**config.mk**
```make
export PLATFORM = sky130hd
export DESIGN_NAME = stcm_mapper
export DESIGN_NICKNAME = d
export VERILOG_FILES = /design/src/stcm_pkg.sv /design/src/stcm_mapper.sv
export SDC_FILE = /design/constraint.sdc
export NUM_CORES = 1
export LEC_CHECK = 0
export BUFFER_PORTS_ARGS = -buffer_cell sky130_fd_sc_hd__buf_2
export CAP_MARGIN = 15
export CELL_PAD_IN_SITES_DETAIL_PLACEMENT = 1
export CELL_PAD_IN_SITES_GLOBAL_PLACEMENT = 1
export CORE_MARGIN = 2
export CORE_UTILIZATION = 25
export DETAILED_ROUTE_END_ITERATION = 7
export PLACE_DENSITY = 0.52
export SYNTH_ARGS = -nofsm -noshare
export SYNTH_HDL_FRONTEND = slang
export SYNTH_SLANG_ARGS = --single-unit
```
**constraint.sdc**
```tcl
create_clock -name sys_clk -period 34.7 [get_ports sys_clk]
set_clock_uncertainty 0.05 [all_clocks]
set_input_delay 3.47 -clock sys_clk [delete_from_list [all_inputs] [get_ports sys_clk]]
set_output_delay 3.47 -clock sys_clk [all_outputs]
set_load 0.005 [all_outputs]
```
**src/stcm_pkg.sv**
```systemverilog
// stcm_pkg: constants shared by the tributary column mapper.
// assumes: columns are 1-based, one byte per column, frame count up to 64x270.
package stcm_pkg;

  // frame geometry
  localparam int         COL_W        = 15;
  localparam logic [14:0] COLS_PER_N  = 15'h10e;  // 270
  localparam logic [8:0] SOH_COLS     = 9'h009;   // 9 per N
  localparam logic [8:0] VC4_COLS     = 9'h105;   // 261
  localparam logic [8:0] VC4_POH_LAST = 9'h003;   // columns 1..3
  localparam logic [8:0] TU3_FIRST    = 9'h004;   // column 4
  localparam logic [8:0] LO_FIRST     = 9'h00a;   // column 10
  localparam logic [7:0] TUG3_CNT     = 8'h03;
  localparam logic [7:0] TUG2_CNT     = 8'h07;
  localparam logic [7:0] TU2_SPAN     = 8'h15;    // 21
  localparam logic [7:0] TU12_SPAN    = 8'h3f;    // 63

  // line rate code, N = 4**rate
  localparam logic [1:0] RATE_STM1    = 2'h0;
  localparam logic [1:0] RATE_STM4    = 2'h1;
  localparam logic [1:0] RATE_STM16   = 2'h2;
  localparam logic [1:0] RATE_STM64   = 2'h3;

  // higher-order payload structure
  localparam logic [1:0] HO_AU4       = 2'h0;
  localparam logic [1:0] HO_AU4_4C    = 2'h1;
  localparam logic [1:0] HO_AU4_16C   = 2'h2;

  // lower-order structure inside each VC-4
  localparam logic [1:0] LO_NONE      = 2'h0;
  localparam logic [1:0] LO_TU12      = 2'h1;
  localparam logic [1:0] LO_TU2       = 2'h2;
  localparam logic [1:0] LO_TU3       = 2'h3;

  // configuration after reset
  localparam logic [1:0] RATE_RST     = RATE_STM1;
  localparam logic [1:0] HO_RST       = HO_AU4;
  localparam logic [1:0] LO_RST       = LO_TU12;

  // buffer depth in the data path
  localparam int         FIFO_DEPTH   = 4;

endpackage

```
**src/stcm_mapper.sv**
```systemverilog
// stcm_mapper: tags each frame byte with its higher- and lower-order address.
// assumes: an upstream aligner on sys_clk gives a frame start and a 1-based
// column with every byte; downstream per-tributary logic drains the fifo.
//
// Notes on behaviour
// [RL1] frame is N*270 columns, first N*9 overhead
// [RL2] each payload column gets a time-slot number
// [RL3] STM-64 nests AUG-16, AUG-4, AUG-1, AU-3 zero
// [RL4] STM-64 AU-4 at 1+16(D-1)+4(C-1)+(B-1)+64(X-1)
// [RL5] STM-64 AU-4-4c in fours every 64 columns
// [RL6] STM-64 AU-4-16c in sixteens every 64 columns
// [RL7] STM-16 AU-4 at 1+4(C-1)+(B-1)+16(X-1)
// [RL8] STM-16 AU-4-4c in fours every 16 columns
// [RL9] STM-4 AU-4 at 1+(B-1)+4(X-1)
// [RL10] single signals addressed with all-zero figures
// [RL11] VC-4 is 261 columns: 3 overhead, 6, 252
// [RL12] time slots numbered left to right in VC-4
// [RL13] VC-4 holds 3 TUG-3, 7 TUG-2, 3 TU-12
// [RL14] TU-12 at 10+(K-1)+3(L-1)+21(M-1)+63(X-1)
// [RL15] TU-2 at 10+(K-1)+3(L-1)+21(X-1)
// [RL16] TU-3 at 4+(K-1)+3(X-1)
// [RL17] bit 1 is the byte msb, sent first
// [RL18] every byte leaves tagged, in column order
// [RL19] aligner supplies frame start and 1-based column

`timescale 1ns/1ps
`default_nettype none

module stcm_fifo #(
  parameter int W     = 8,
  parameter int DEPTH = 4
) (
  input  wire logic         sys_clk,
  input  wire logic         reset_n,
  input  wire logic         clk_en,
  input  wire logic         in_valid,
  output logic              in_ready,
  input  wire logic [W-1:0] in_data,
  output logic              out_valid,
  input  wire logic         out_ready,
  output logic [W-1:0]      out_data
);
  localparam int AW = (DEPTH > 1) ? $clog2(DEPTH) : 1;

  logic [W-1:0] mem_r [DEPTH];
  logic [AW:0]  wr_r;
  logic [AW:0]  rd_r;
  wire          full   = (wr_r[AW] != rd_r[AW]) && (wr_r[AW-1:0] == rd_r[AW-1:0]);
  wire          empty  = (wr_r == rd_r);
  wire          push   = clk_en && in_valid && !full;
  wire          pop    = clk_en && out_ready && !empty;

  // a frozen fifo offers no handshake, so nothing is lost while clk_en is low
  assign in_ready  = clk_en && !full;
  assign out_valid = clk_en && !empty;
  assign out_data  = mem_r[rd_r[AW-1:0]];

  always_ff @(posedge sys_clk or negedge reset_n) begin
    if (!reset_n) begin
      wr_r <= '0;
      rd_r <= '0;
    end else begin
      if (push) begin
        wr_r <= wr_r + 1'b1;
      end
      if (pop) begin
        rd_r <= rd_r + 1'b1;
      end
    end
  end

  // storage needs no reset; out_valid hides it until written
  always_ff @(posedge sys_clk) begin
    if (push) begin
      mem_r[wr_r[AW-1:0]] <= in_data;
    end
  end
endmodule

module stcm_mapper
  import stcm_pkg::*;
#(
  parameter int DEPTH = FIFO_DEPTH
) (
  input  wire logic              sys_clk,
  input  wire logic              reset_n,
  input  wire logic              clk_en,
  input  wire logic [1:0]        cfg_rate,
  input  wire logic [1:0]        cfg_ho,
  input  wire logic [1:0]        cfg_lo,
  output logic                   cfg_err,
  input  wire logic              in_valid,
  output logic                   in_ready,
  input  wire logic [7:0]        in_data,
  input  wire logic              in_frame_start,
  input  wire logic [COL_W-1:0]  in_col,
  output logic                   out_valid,
  input  wire logic              out_ready,
  output logic [7:0]             out_data,
  output logic                   out_frame_start,
  output logic [COL_W-1:0]       out_col,
  output logic                   out_range_err,
  output logic                   out_overhead,
  output logic [2:0]             out_ho_d,
  output logic [2:0]             out_ho_c,
  output logic [2:0]             out_ho_b,
  output logic [12:0]            out_ho_col,
  output logic [6:0]             out_ho_ts,
  output logic [8:0]             out_vc4_col,
  output logic                   out_lo_valid,
  output logic [1:0]             out_lo_k,
  output logic [2:0]             out_lo_l,
  output logic [1:0]             out_lo_m,
  output logic [6:0]             out_lo_col,
  output logic [5:0]             out_lo_ts
);
  localparam int TAG_W = 85;

  function automatic logic [2:0] fig(input logic [1:0] v);
    fig = {1'b0, v} + 3'h1;
  endfunction

  function automatic logic [8:0] mod_by(input logic [8:0] v, input logic [8:0] d);
    mod_by = v % d;
  endfunction

  function automatic logic [8:0] div_by(input logic [8:0] v, input logic [8:0] d);
    div_by = v / d;
  endfunction

  // configuration held for a whole frame, retaken at each frame start
  logic [1:0] rate_r;
  logic [1:0] ho_r;
  logic [1:0] lo_r;
  logic       cfg_err_r;

  wire       take      = in_valid && in_ready;
  wire [1:0] rate      = in_frame_start ? cfg_rate : rate_r;
  wire [1:0] ho        = in_frame_start ? cfg_ho : ho_r;
  wire [1:0] lo        = in_frame_start ? cfg_lo : lo_r;
  wire       bad_cfg   = (ho == HO_AU4_4C && rate == RATE_STM1)
                       || (ho == HO_AU4_16C && (rate == RATE_STM1 || rate == RATE_STM4))
                       || (ho > HO_AU4_16C);

  always_ff @(posedge sys_clk or negedge reset_n) begin
    if (!reset_n) begin
      rate_r    <= RATE_RST;
      ho_r      <= HO_RST;
      lo_r      <= LO_RST;
      cfg_err_r <= 1'b0;
    end else if (clk_en && take && in_frame_start) begin  // [RL19]
      rate_r    <= cfg_rate;
      ho_r      <= cfg_ho;
      lo_r      <= cfg_lo;
      cfg_err_r <= bad_cfg;
    end
  end
  assign cfg_err = cfg_err_r;

  // N = 4**rate, so column interleave is a shift and a bit-slice
  wire [COL_W-1:0] c0     = in_col - 15'h0001;  // [RL19]
  wire [3:0]       n_log  = {1'b0, rate, 1'b0};
  wire [COL_W-1:0] q_full = c0 >> n_log;
  wire [8:0]       q      = q_full[8:0];
  // slot bits above N belong to the column index, not to the slot
  wire [5:0]       u_msk  = ~(6'h3f << n_log);
  wire [5:0]       u      = c0[5:0] & u_msk;
  wire             in_rng = (in_col != 15'h0000) && (q_full < COLS_PER_N);  // [RL1]
  wire             oh     = q < SOH_COLS;  // [RL1]

  // unused figures stay zero; the single-signal cases fall out of this
  wire [2:0] fig_b = (rate != RATE_STM1) ? fig(u[1:0]) : 3'h0;
  wire [2:0] fig_c = (rate == RATE_STM16 || rate == RATE_STM64) ? fig(u[3:2]) : 3'h0;
  wire [2:0] fig_d = (rate == RATE_STM64) ? fig(u[5:4]) : 3'h0;  // [RL3]

  logic [2:0]  ho_d;
  logic [2:0]  ho_c;
  logic [2:0]  ho_b;
  logic [12:0] ho_col;

  always_comb begin
    ho_d   = fig_d;
    ho_c   = 3'h0;
    ho_b   = 3'h0;
    ho_col = {4'h0, q} + 13'h0001;
    unique case (ho)
      HO_AU4: begin
        // [RL4] [RL7] [RL9] [RL10]
        ho_c   = fig_c;
        ho_b   = fig_b;
      end
      HO_AU4_4C: begin
        // [RL5] [RL8] [RL10]
        ho_c   = fig_c;
        ho_col = {2'b00, q, u[1:0]} + 13'h0001;
      end
      HO_AU4_16C: begin
        // [RL6] [RL10]
        ho_c   = 3'h0;
        ho_col = {q, u[3:0]} + 13'h0001;
      end
      default: begin
        ho_d   = 3'h0;
      end
    endcase
  end

  // slot within the N-column interleave cycle; a 4c owns four, a 16c sixteen
  wire [6:0] ho_ts = {1'b0, u} + 7'h01;  // [RL2]

  // vc-4 view exists only for plain au-4 payload columns
  wire       vc4_ok  = in_rng && !oh && ho == HO_AU4 && !bad_cfg;
  wire [8:0] vcol    = vc4_ok ? (q - SOH_COLS + 9'h001) : 9'h000;  // [RL11]
  wire       is_poh  = vcol <= VC4_POH_LAST;  // [RL11]
  // t3 runs up to 257, so all column math is nine bits wide
  wire [8:0] t3      = vcol - TU3_FIRST;
  wire [8:0] t       = vcol - LO_FIRST;
  wire [8:0] d_tug3  = {1'b0, TUG3_CNT};
  wire [8:0] d_tug2  = {1'b0, TUG2_CNT};
  wire [8:0] d_tu2   = {1'b0, TU2_SPAN};
  wire [8:0] d_tu12  = {1'b0, TU12_SPAN};
  wire [8:0] t_div3  = div_by(t, d_tug3);
  wire [8:0] t_div21 = div_by(t, d_tu2);

  // per-structure decode; the case below only selects
  wire       tu3_in  = vc4_ok && !is_poh;  // [RL16]
  wire       lo_in   = vc4_ok && vcol >= LO_FIRST;  // [RL11]
  wire [1:0] k_tu3   = 2'(mod_by(t3, d_tug3)) + 2'h1;  // [RL16]
  wire [6:0] x_tu3   = 7'(div_by(t3, d_tug3)) + 7'h01;
  wire [1:0] k_lo    = 2'(mod_by(t, d_tug3)) + 2'h1;  // [RL13]
  wire [2:0] l_lo    = 3'(mod_by(t_div3, d_tug2)) + 3'h1;
  wire [1:0] m_tu12  = 2'(mod_by(t_div21, d_tug3)) + 2'h1;  // [RL14]
  wire [6:0] x_tu2   = 7'(t_div21) + 7'h01;  // [RL15]
  wire [6:0] x_tu12  = 7'(div_by(t, d_tu12)) + 7'h01;  // [RL14]
  wire [5:0] ts_tu2  = 6'(mod_by(t, d_tu2)) + 6'h01;  // [RL12]
  wire [5:0] ts_tu12 = 6'(mod_by(t, d_tu12)) + 6'h01;  // [RL12]

  logic       lo_ok;
  logic [1:0] lo_k;
  logic [2:0] lo_l;
  logic [1:0] lo_m;
  logic [6:0] lo_col;
  logic [5:0] lo_ts;

  always_comb begin
    lo_ok  = 1'b0;
    lo_k   = 2'h0;
    lo_l   = 3'h0;
    lo_m   = 2'h0;
    lo_col = 7'h00;
    lo_ts  = 6'h00;
    unique case (lo)
      LO_TU3: begin
        if (tu3_in) begin  // [RL16]
          lo_ok  = 1'b1;
          lo_k   = k_tu3;
          lo_col = x_tu3;
          lo_ts  = {4'h0, k_tu3};  // [RL12]
        end
      end
      LO_TU2: begin
        if (lo_in) begin  // [RL15]
          lo_ok  = 1'b1;
          lo_k   = k_lo;
          lo_l   = l_lo;
          lo_col = x_tu2;
          lo_ts  = ts_tu2;
        end
      end
      LO_TU12: begin
        if (lo_in) begin  // [RL14]
          lo_ok  = 1'b1;
          lo_k   = k_lo;
          lo_l   = l_lo;
          lo_m   = m_tu12;
          lo_col = x_tu12;
          lo_ts  = ts_tu12;
        end
      end
      LO_NONE: begin
        lo_ok  = 1'b0;
      end
    endcase
  end

  // byte passes untouched: bit 7 carries bit 1, the first on the line
  wire             rng_err = !in_rng || bad_cfg;
  wire [TAG_W-1:0] tag_in = {  // [RL17]
    in_data,
    in_frame_start,
    in_col,
    rng_err,
    oh,
    ho_d,
    ho_c,
    ho_b,
    ho_col,
    ho_ts,
    vcol,
    lo_ok,
    lo_k,
    lo_l,
    lo_m,
    lo_col,
    lo_ts
  };
  wire [TAG_W-1:0] tag_out;

  // fifo keeps arrival order, so tags leave in frame column order
  stcm_fifo #(
    .W     (TAG_W),
    .DEPTH (DEPTH)
  ) u_fifo (
    .sys_clk   (sys_clk),
    .reset_n   (reset_n),
    .clk_en    (clk_en),
    .in_valid  (in_valid),
    .in_ready  (in_ready),
    .in_data   (tag_in),
    .out_valid (out_valid),
    .out_ready (out_ready),
    .out_data  (tag_out)
  );  // [RL18]

  assign {
    out_data,
    out_frame_start,
    out_col,
    out_range_err,
    out_overhead,
    out_ho_d,
    out_ho_c,
    out_ho_b,
    out_ho_col,
    out_ho_ts,
    out_vc4_col,
    out_lo_valid,
    out_lo_k,
    out_lo_l,
    out_lo_m,
    out_lo_col,
    out_lo_ts
  } = tag_out;
endmodule

`default_nettype wire

```
Word-level counts from Yosys, hierarchy flattened
Memory sizes are Yosys's and may differ from the RTL's.
Index checks and enable logic that the tools add are counted.
{ "classes": {"multipliers": 0, "muxes": 31, "n_eq_ne": 11, "bitwise_logic": 2, "magnitude_cmp": 5, "reduce_logical": 37, "n_shift": 2, "add_sub_neg": 23, "div": 10} }
{ "op_table": {"columns": ["cell", "n"], "rows": [
  ["$mod 9x2->9 const B", 3],
  ["$pmux 13 s2", 1],
  ["$mux 3", 8],
  ["$add 7x1->7 const B", 3],
  ["$mux 7", 3],
  ["$pmux 7 s3", 1],
  ["$div 9x2->9 const B", 2],
  ["$logic_and 1x1->1", 18],
  ["$pmux 6 s3", 1],
  ["$sub 9x4->9 const B", 2],
  ["$mux 2", 8],
  ["$lt 15x9->1 const B", 1],
  ["$reduce_bool 15->1", 1],
  ["$shr 15x3->15", 1],
  ["$sub 15x1->15 const B", 1],
  ["$add 13x1->13 const B", 1],
  ["$add 11x1->12 const B", 1],
  ["$add 6x1->6 const B", 2],
  ["$mux 6", 2],
  ["$add 9x1->10 const B", 1],
  ["$eq 2x2->1 const B", 5],
  ["$add 2x1->3 const B", 3],
  ["$add 3x1->3 const B", 3],
  ["$add 9x1->9 const B", 1],
  ["29 further kinds", 48]
]} }
{ "word_totals": {"latchBits": 0, "ff_bits": 13, "memories": 1, "romBits": 0, "ramBits": 340} }
{ "mem_list": {"columns": ["memory", "words", "word_bits", "rd", "rd_clocked_by_memory_dff", "write_ports", "line", "source"], "rows": [
  ["u_fifo.mem_r", 4, 85, 1, 0, 1, "stcm_mapper.sv:45", "logic [W-1:0] mem_r [DEPTH];"]
]} }

Logic depth before layout (Yosys ltp)
{ "logic_depth": {"ltp_word": 15, "depth_mapped": 62} }

Hierarchy
A second synthesis with hierarchy kept.
{ "unflattened": {"cells_unflattened": 1785, "area_unflattened_um2": 21728.3} }
{ "by_module_without_submodules": {"columns": ["mod", "seq_area_each_um2", "n_inst", "cells_each", "area_each_um2"], "rows": [
  ["stcm_fifo", 10359.9, 1, 485, 12791.0],
  ["stcm_mapper", 176.4, 1, 1300, 8937.3]
]} }

Worst setup path after synthesis
OpenSTA, ideal clock, no wires.
{ "synth_path": {"kind": "input to register", "from": "input in_col[0]", "to": "memory u_fifo.mem_r[0][14] in the netlist's numbering (data pin)", "required_ns": 34.471, "setup_ns": 0.179, "stages": 57, "slack_ns": 19.183, "arrival_time_ns": 15.287, "cell_sequence": "buf_2 inv_1 ha_1 or4b_2 nor3_1 mux2i_1 nor2_1 a211oi_2 clkbuf_1 a211oi_2 clkbuf_1 nand2_1 ha_1 inv_1 nor3_1 mux2i_1 a2111oi_0 a211oi_1 (+21 left out) a21o_1 buf_2 inv_1 ha_1 nand2_1 o211ai_2 mux2i_1 o211ai_1 nand2b_1 nor2_1 a21oi_1 inv_1 ha_1 a211o_1 a21oi_2 nand2_1 a31o_2 a21oi_1"} }
{ "synth_between": {"elab_chain_len": 14, "elab_cells_between_ends": 21, "classes_between": "add/sub: 5; div: 2; order compare: 3; shift: 1; mux: 3; reduce/logical: 7"} }
{ "synth_rtl": {"columns": ["element", "line", "source"], "rows": [
  ["from (decl)", "stcm_mapper.sv:96", "input wire logic [COL_W-1:0] in_col,"],
  ["parallel branches: the longest is 12 deep, another holds $sub 15x1->15", null, null],
  ["$mux 2 *", "stcm_mapper.sv:271", "if (lo_in) begin"],
  ["$mux 2 *", "stcm_mapper.sv:252", "unique case (lo)"],
  ["via lo_m[1]", "stcm_mapper.sv:241", "logic [1:0] lo_m;"],
  ["to (decl)", "stcm_mapper.sv:45", null]
]} }
Mark *: on every way through the listed nets, which the timed path passes.

Worst setup path after layout
{ "layout_path": {"from": "input in_col[0]", "to": "memory u_fifo.mem_r[0][14] in the netlist's numbering (data pin)"} }
{ "layout_between": {"elab_chain_len": 14, "elab_cells_between_ends": 21, "classes_between": "add/sub: 5; div: 2; order compare: 3; shift: 1; mux: 3; reduce/logical: 7"} }
{ "layout_rtl": {"columns": ["element", "line", "source"], "rows": [
  ["$sub 15x1->15 *", "stcm_mapper.sv:161", "wire [COL_W-1:0] c0 = in_col - 15'h0001;"],
  ["$shr 15x3->15 *", "stcm_mapper.sv:163", "wire [COL_W-1:0] q_full = c0 >> n_log;"],
  ["$lt 9x4->1 *", "stcm_mapper.sv:169", "wire oh = q < SOH_COLS;"],
  ["via oh", "stcm_mapper.sv:169", null],
  ["$logic_not 1->1 *", "stcm_mapper.sv:212", "wire vc4_ok = in_rng && !oh && ho == HO_AU4 && !bad_cfg;"],
  ["$logic_and 1x1->1 * (3 in a row)", "stcm_mapper.sv:212", null],
  ["$mux 9", "stcm_mapper.sv:213", "wire [8:0] vcol = vc4_ok ? (q - SOH_COLS + 9'h001) : 9'h000;"],
  ["$sub 9x4->9", "stcm_mapper.sv:217", "wire [8:0] t = vcol - LO_FIRST;"],
  ["$div 9x5->9", "stcm_mapper.sv:128", "div_by = v / d;"],
  ["$mod 9x2->9", "stcm_mapper.sv:124", "mod_by = v % d;"],
  ["$add 2x1->2", "stcm_mapper.sv:232", "wire [1:0] m_tu12 = 2'(mod_by(t_div21, d_tug3)) + 2'h1;"],
  ["$mux 2 *", "stcm_mapper.sv:271", null],
  ["$mux 2 *", "stcm_mapper.sv:252", null],
  ["via lo_m[1]", "stcm_mapper.sv:241", null]
]} }
Mark *: on every way through the listed nets, which the timed path passes. The rest lies on a longest branch.

==> run_results.csv <==
group,metric,value,unit
status,status,"complete, no violations",
layout,nNetsFinal,1996,
placement,portBuffers,122,
cts,clockBufferDepth,3,
floorplanning,core,85300,um2
drt,postRouteAntennaNets,0,
drt,drtIter0Drc,908,
synth,synth.cell_area,21500,um2
floorplanning,die_w,298,um
worst_setup_path,path_delay_family,"compound AO/OA/AOI/OAI gates",
synth,synthFlopType,"edfxtp_1",
cts,clock-sinks,353,
grt,grt_pass1_wl,101000,um
drt,firstDrtPassIters,5,
sta,timing.final.crit_share,0.521,
drt,via_per_inst,5.09,
cts,postCtsSetupBuffers,0,
synth,syn_nets,1918,
worst_setup_path,criticalPathCategory,"input port to flop",
cts,cts_resized,0,
synth,yosys.area_share.xor_xnor,0.0458,
grt,grt_pass1_vias,16500,
sta,slew_violations,0,
worst_setup_path,start_kind,"input port",
floorplanning,io_pins,123,
synth,synth_cells,1821,
layout,final_area,24500,um2
worst_setup_path,slowest_delay,0.70,ns
placement,dp.final_hpwl,46300,um
worst_setup_path,path_buf_inv,9,
drt,vias,15600,
synth,synth-edff-count,340,
synth,synth_top_family_by_area,"compound AO/OA/AOI/OAI gates",
floorplanning,die_h,298,um
grt,grt_max_degree,54,
synth,ys_warn_count,0,
worst_setup_path,endpoint_kind,"flop",
synth,synth-simple-area-share,0.125,
synth,synth_compound_area_frac,0.160,
pwr,p_comb_frac,0.581,
floorplanning,initial_core_util,0.253,
worst_setup_path,worst_ep_required_time,34.98,ns
synth,synth_fa_ha_area_frac,0.0370,
sta,setup_tns,0,ns
sta,finalHoldViolCount,0,
layout,layout-drive-gt1-share,0.197,
cts,clk_pin_slew,0.06,ns
synth,seq_area_frac_synth,0.489,
pwr,p_int,1290,uW
worst_hold_path,worst_hold_path_type,"flop to flop",
sta,period_needed,18.06,ns
drt,wirelength,65000,um
synth,synth.area.top_cells,"edfxtp_1, mux4_2, ha_1, xnor2_1, nor2_1",
cts,tritoncts,"yes",
sta,relSlewSlack,0.215,
run,maxCapViolations,0,
cts,insertion_delay,0.55,ns
layout,most-common-layout-cells,"edfxtp_1, nor2_1, buf_2, nand2_1",
synth,yosys.area.top_type,"edfxtp_1",
cts,cts_hold_buf,0,
pwr,switching_share,0.434,
sta,finalWorstSetupSlack,16.64,ns
pwr,p_switching,994,uW
grt,grt_use_total,0.145,
synth,synth-seq-cells,353,
grt,antenna_found_initial,1,
sta,rsz0062_at_grt,"no",
sta,worst_pin_slew,1.16,ns
synth,async_reset_ff_frac,0.0368,
floorplanning,row_count,107,
cts,cts_root_buf,"clkbuf_16",
drt,avgRoutedWirePerCell,21.2,um
pwr,p_leak,0.00818,uW
placement,place_congestion,0.830,
pwr,p_seq_frac,0.253,
sta,max_freq,55.4,MHz
synth,synthMuxAreaShare,0.111,
worst_setup_path,crit_top_cell,"ha_1",
synth,syn_avg_cell_area,11.8,um2
floorplanning,dieArea,88500,um2
placement,place_inst,3004,
layout,layout_commonest_cell,"edfxtp_1",
cts,numCtsBuffers,37,
layout,n_antenna_cell,0,
cts,h-tree-depth,2,
placement,post-place-ws,16.13,ns
layout,stdcell_count,3069,
drt,drc,0,
grt,overflow,0,
worst_setup_path,arrival,18.35,ns
worst_setup_path,slowest_stage,"nor3_1",
sta,setup_violations,0,
synth,synth_top_area_frac,0.474,
synth,yosysUniqueCellTypes,111,
pwr,cellPowerDensity,93.4,nW/um2
pwr,ir_drop,0.0000497,V
placement,place_area,23400,um2
layout,area_growth,13.8,%
pwr,clockPowerShare,0.165,
worst_setup_path,crit_fanout,21,
==> metrics by stage <==
step	power (uW)	utilization	hold slack, ns
4_1_cts	2320	0.287	0.442
3_3_place_gp	1910	0.274	0.429
3_5_place_dp	1930	0.274	0.430
5_1_grt	2470	0.287	0.463
2_1_floorplan	1530	-	0.410
6_report	2290	0.287	0.439
==> worst reg2reg max path, delay by kind of cell, from the launching register on <==
kind	cells	cell delay, ns
XOR/XNOR	1	0.33
AND/OR/NAND/NOR	11	3.61
buffers and inverters	8	1.58
adder cells (fa/ha/maj)	6	1.69
multiplexers	4	0.69
AO/OA/AOI/OAI	21	6.35
flip-flops	1	0.41
==> power by group through the flow <==
stage / Combinational [uW] / Clock (uW) / Sequential [uW]
2_1_floorplan: 953 / 0 / 573
3_3_place_gp: 1320 / 0 / 586
3_5_place_dp: 1340 / 0 / 590
4_1_cts: 1350 / 393 / 581
5_1_grt: 1480 / 405 / 587
6_report: 1330 / 378 / 580
==> metal layers <==
| layer | share of wire | global-route usage |
|---|---|---|
| met5 | 0 | 0 |
| met1 | 0.45 | 0.190 |
| met3 | 0.031 | 0.0154 |
| met2 | 0.50 | 0.255 |
| met4 | 0.016 | 0.0338 |
==> worst paths after layout <==
check	start	to	slack [ns]	depth (start not counted)
max	in_col[0]	u_fifo.mem_r[0][14]	16.64	54
min	u_fifo.wr_r[2]	u_fifo.wr_r[2]	0.44	1
max reg2reg	rate_r[0]	u_fifo.mem_r[0][14]	19.77	51
min reg2reg	u_fifo.wr_r[2]	u_fifo.wr_r[2]	0.44	1
max in group asynchronous	reset_n	u_fifo.rd_r[1]	31.40	1
min in group asynchronous	reset_n	u_fifo.wr_r[0]	2.83	1
==> synth_stat cells (24+ instances only) <==
cell type and instances:
nor2_1 145, mux2i_1 29, edfxtp_1 340, inv_1 48
nand2_1 115, and3_1 29, o211ai_1 28, o21ai_0 65
ha_1 62, mux4_2 85, clkbuf_1 60, xnor2_1 83
xor2_1 24, a21oi_1 85, a31oi_1 26, nand3_1 51
nor3_1 42
==> logic make-up after synthesis <==
logic type / after synthesis
buffers and inverters: 165
AND/OR/NAND/NOR: 534
AO/OA/AOI/OAI: 464
adder cells (fa/ha/maj): 64
flip-flops: 353
XOR/XNOR: 110
multiplexers: 131
==> sequential cells by signal, summed over array words and instances, names as in the netlist <==
signal        flops
ho_r              2
u_fifo.wr_r       3
cfg_err           1
u_fifo.rd_r       3
lo_r              2
u_fifo.mem_r    340
rate_r            2
==> area by class of cell <==
class / count / area, um2
well taps: 1144 / 1430
clock buffers: 46 / 981
repair buffers: 149 / 813
clock inverters: 19 / 170
fillers: 9414 / 60800
inverters: 55 / 208
multi-input cells: 1303 / 10400
flip-flops and latches: 353 / 10500
Power figures use the tool's default switching activity.
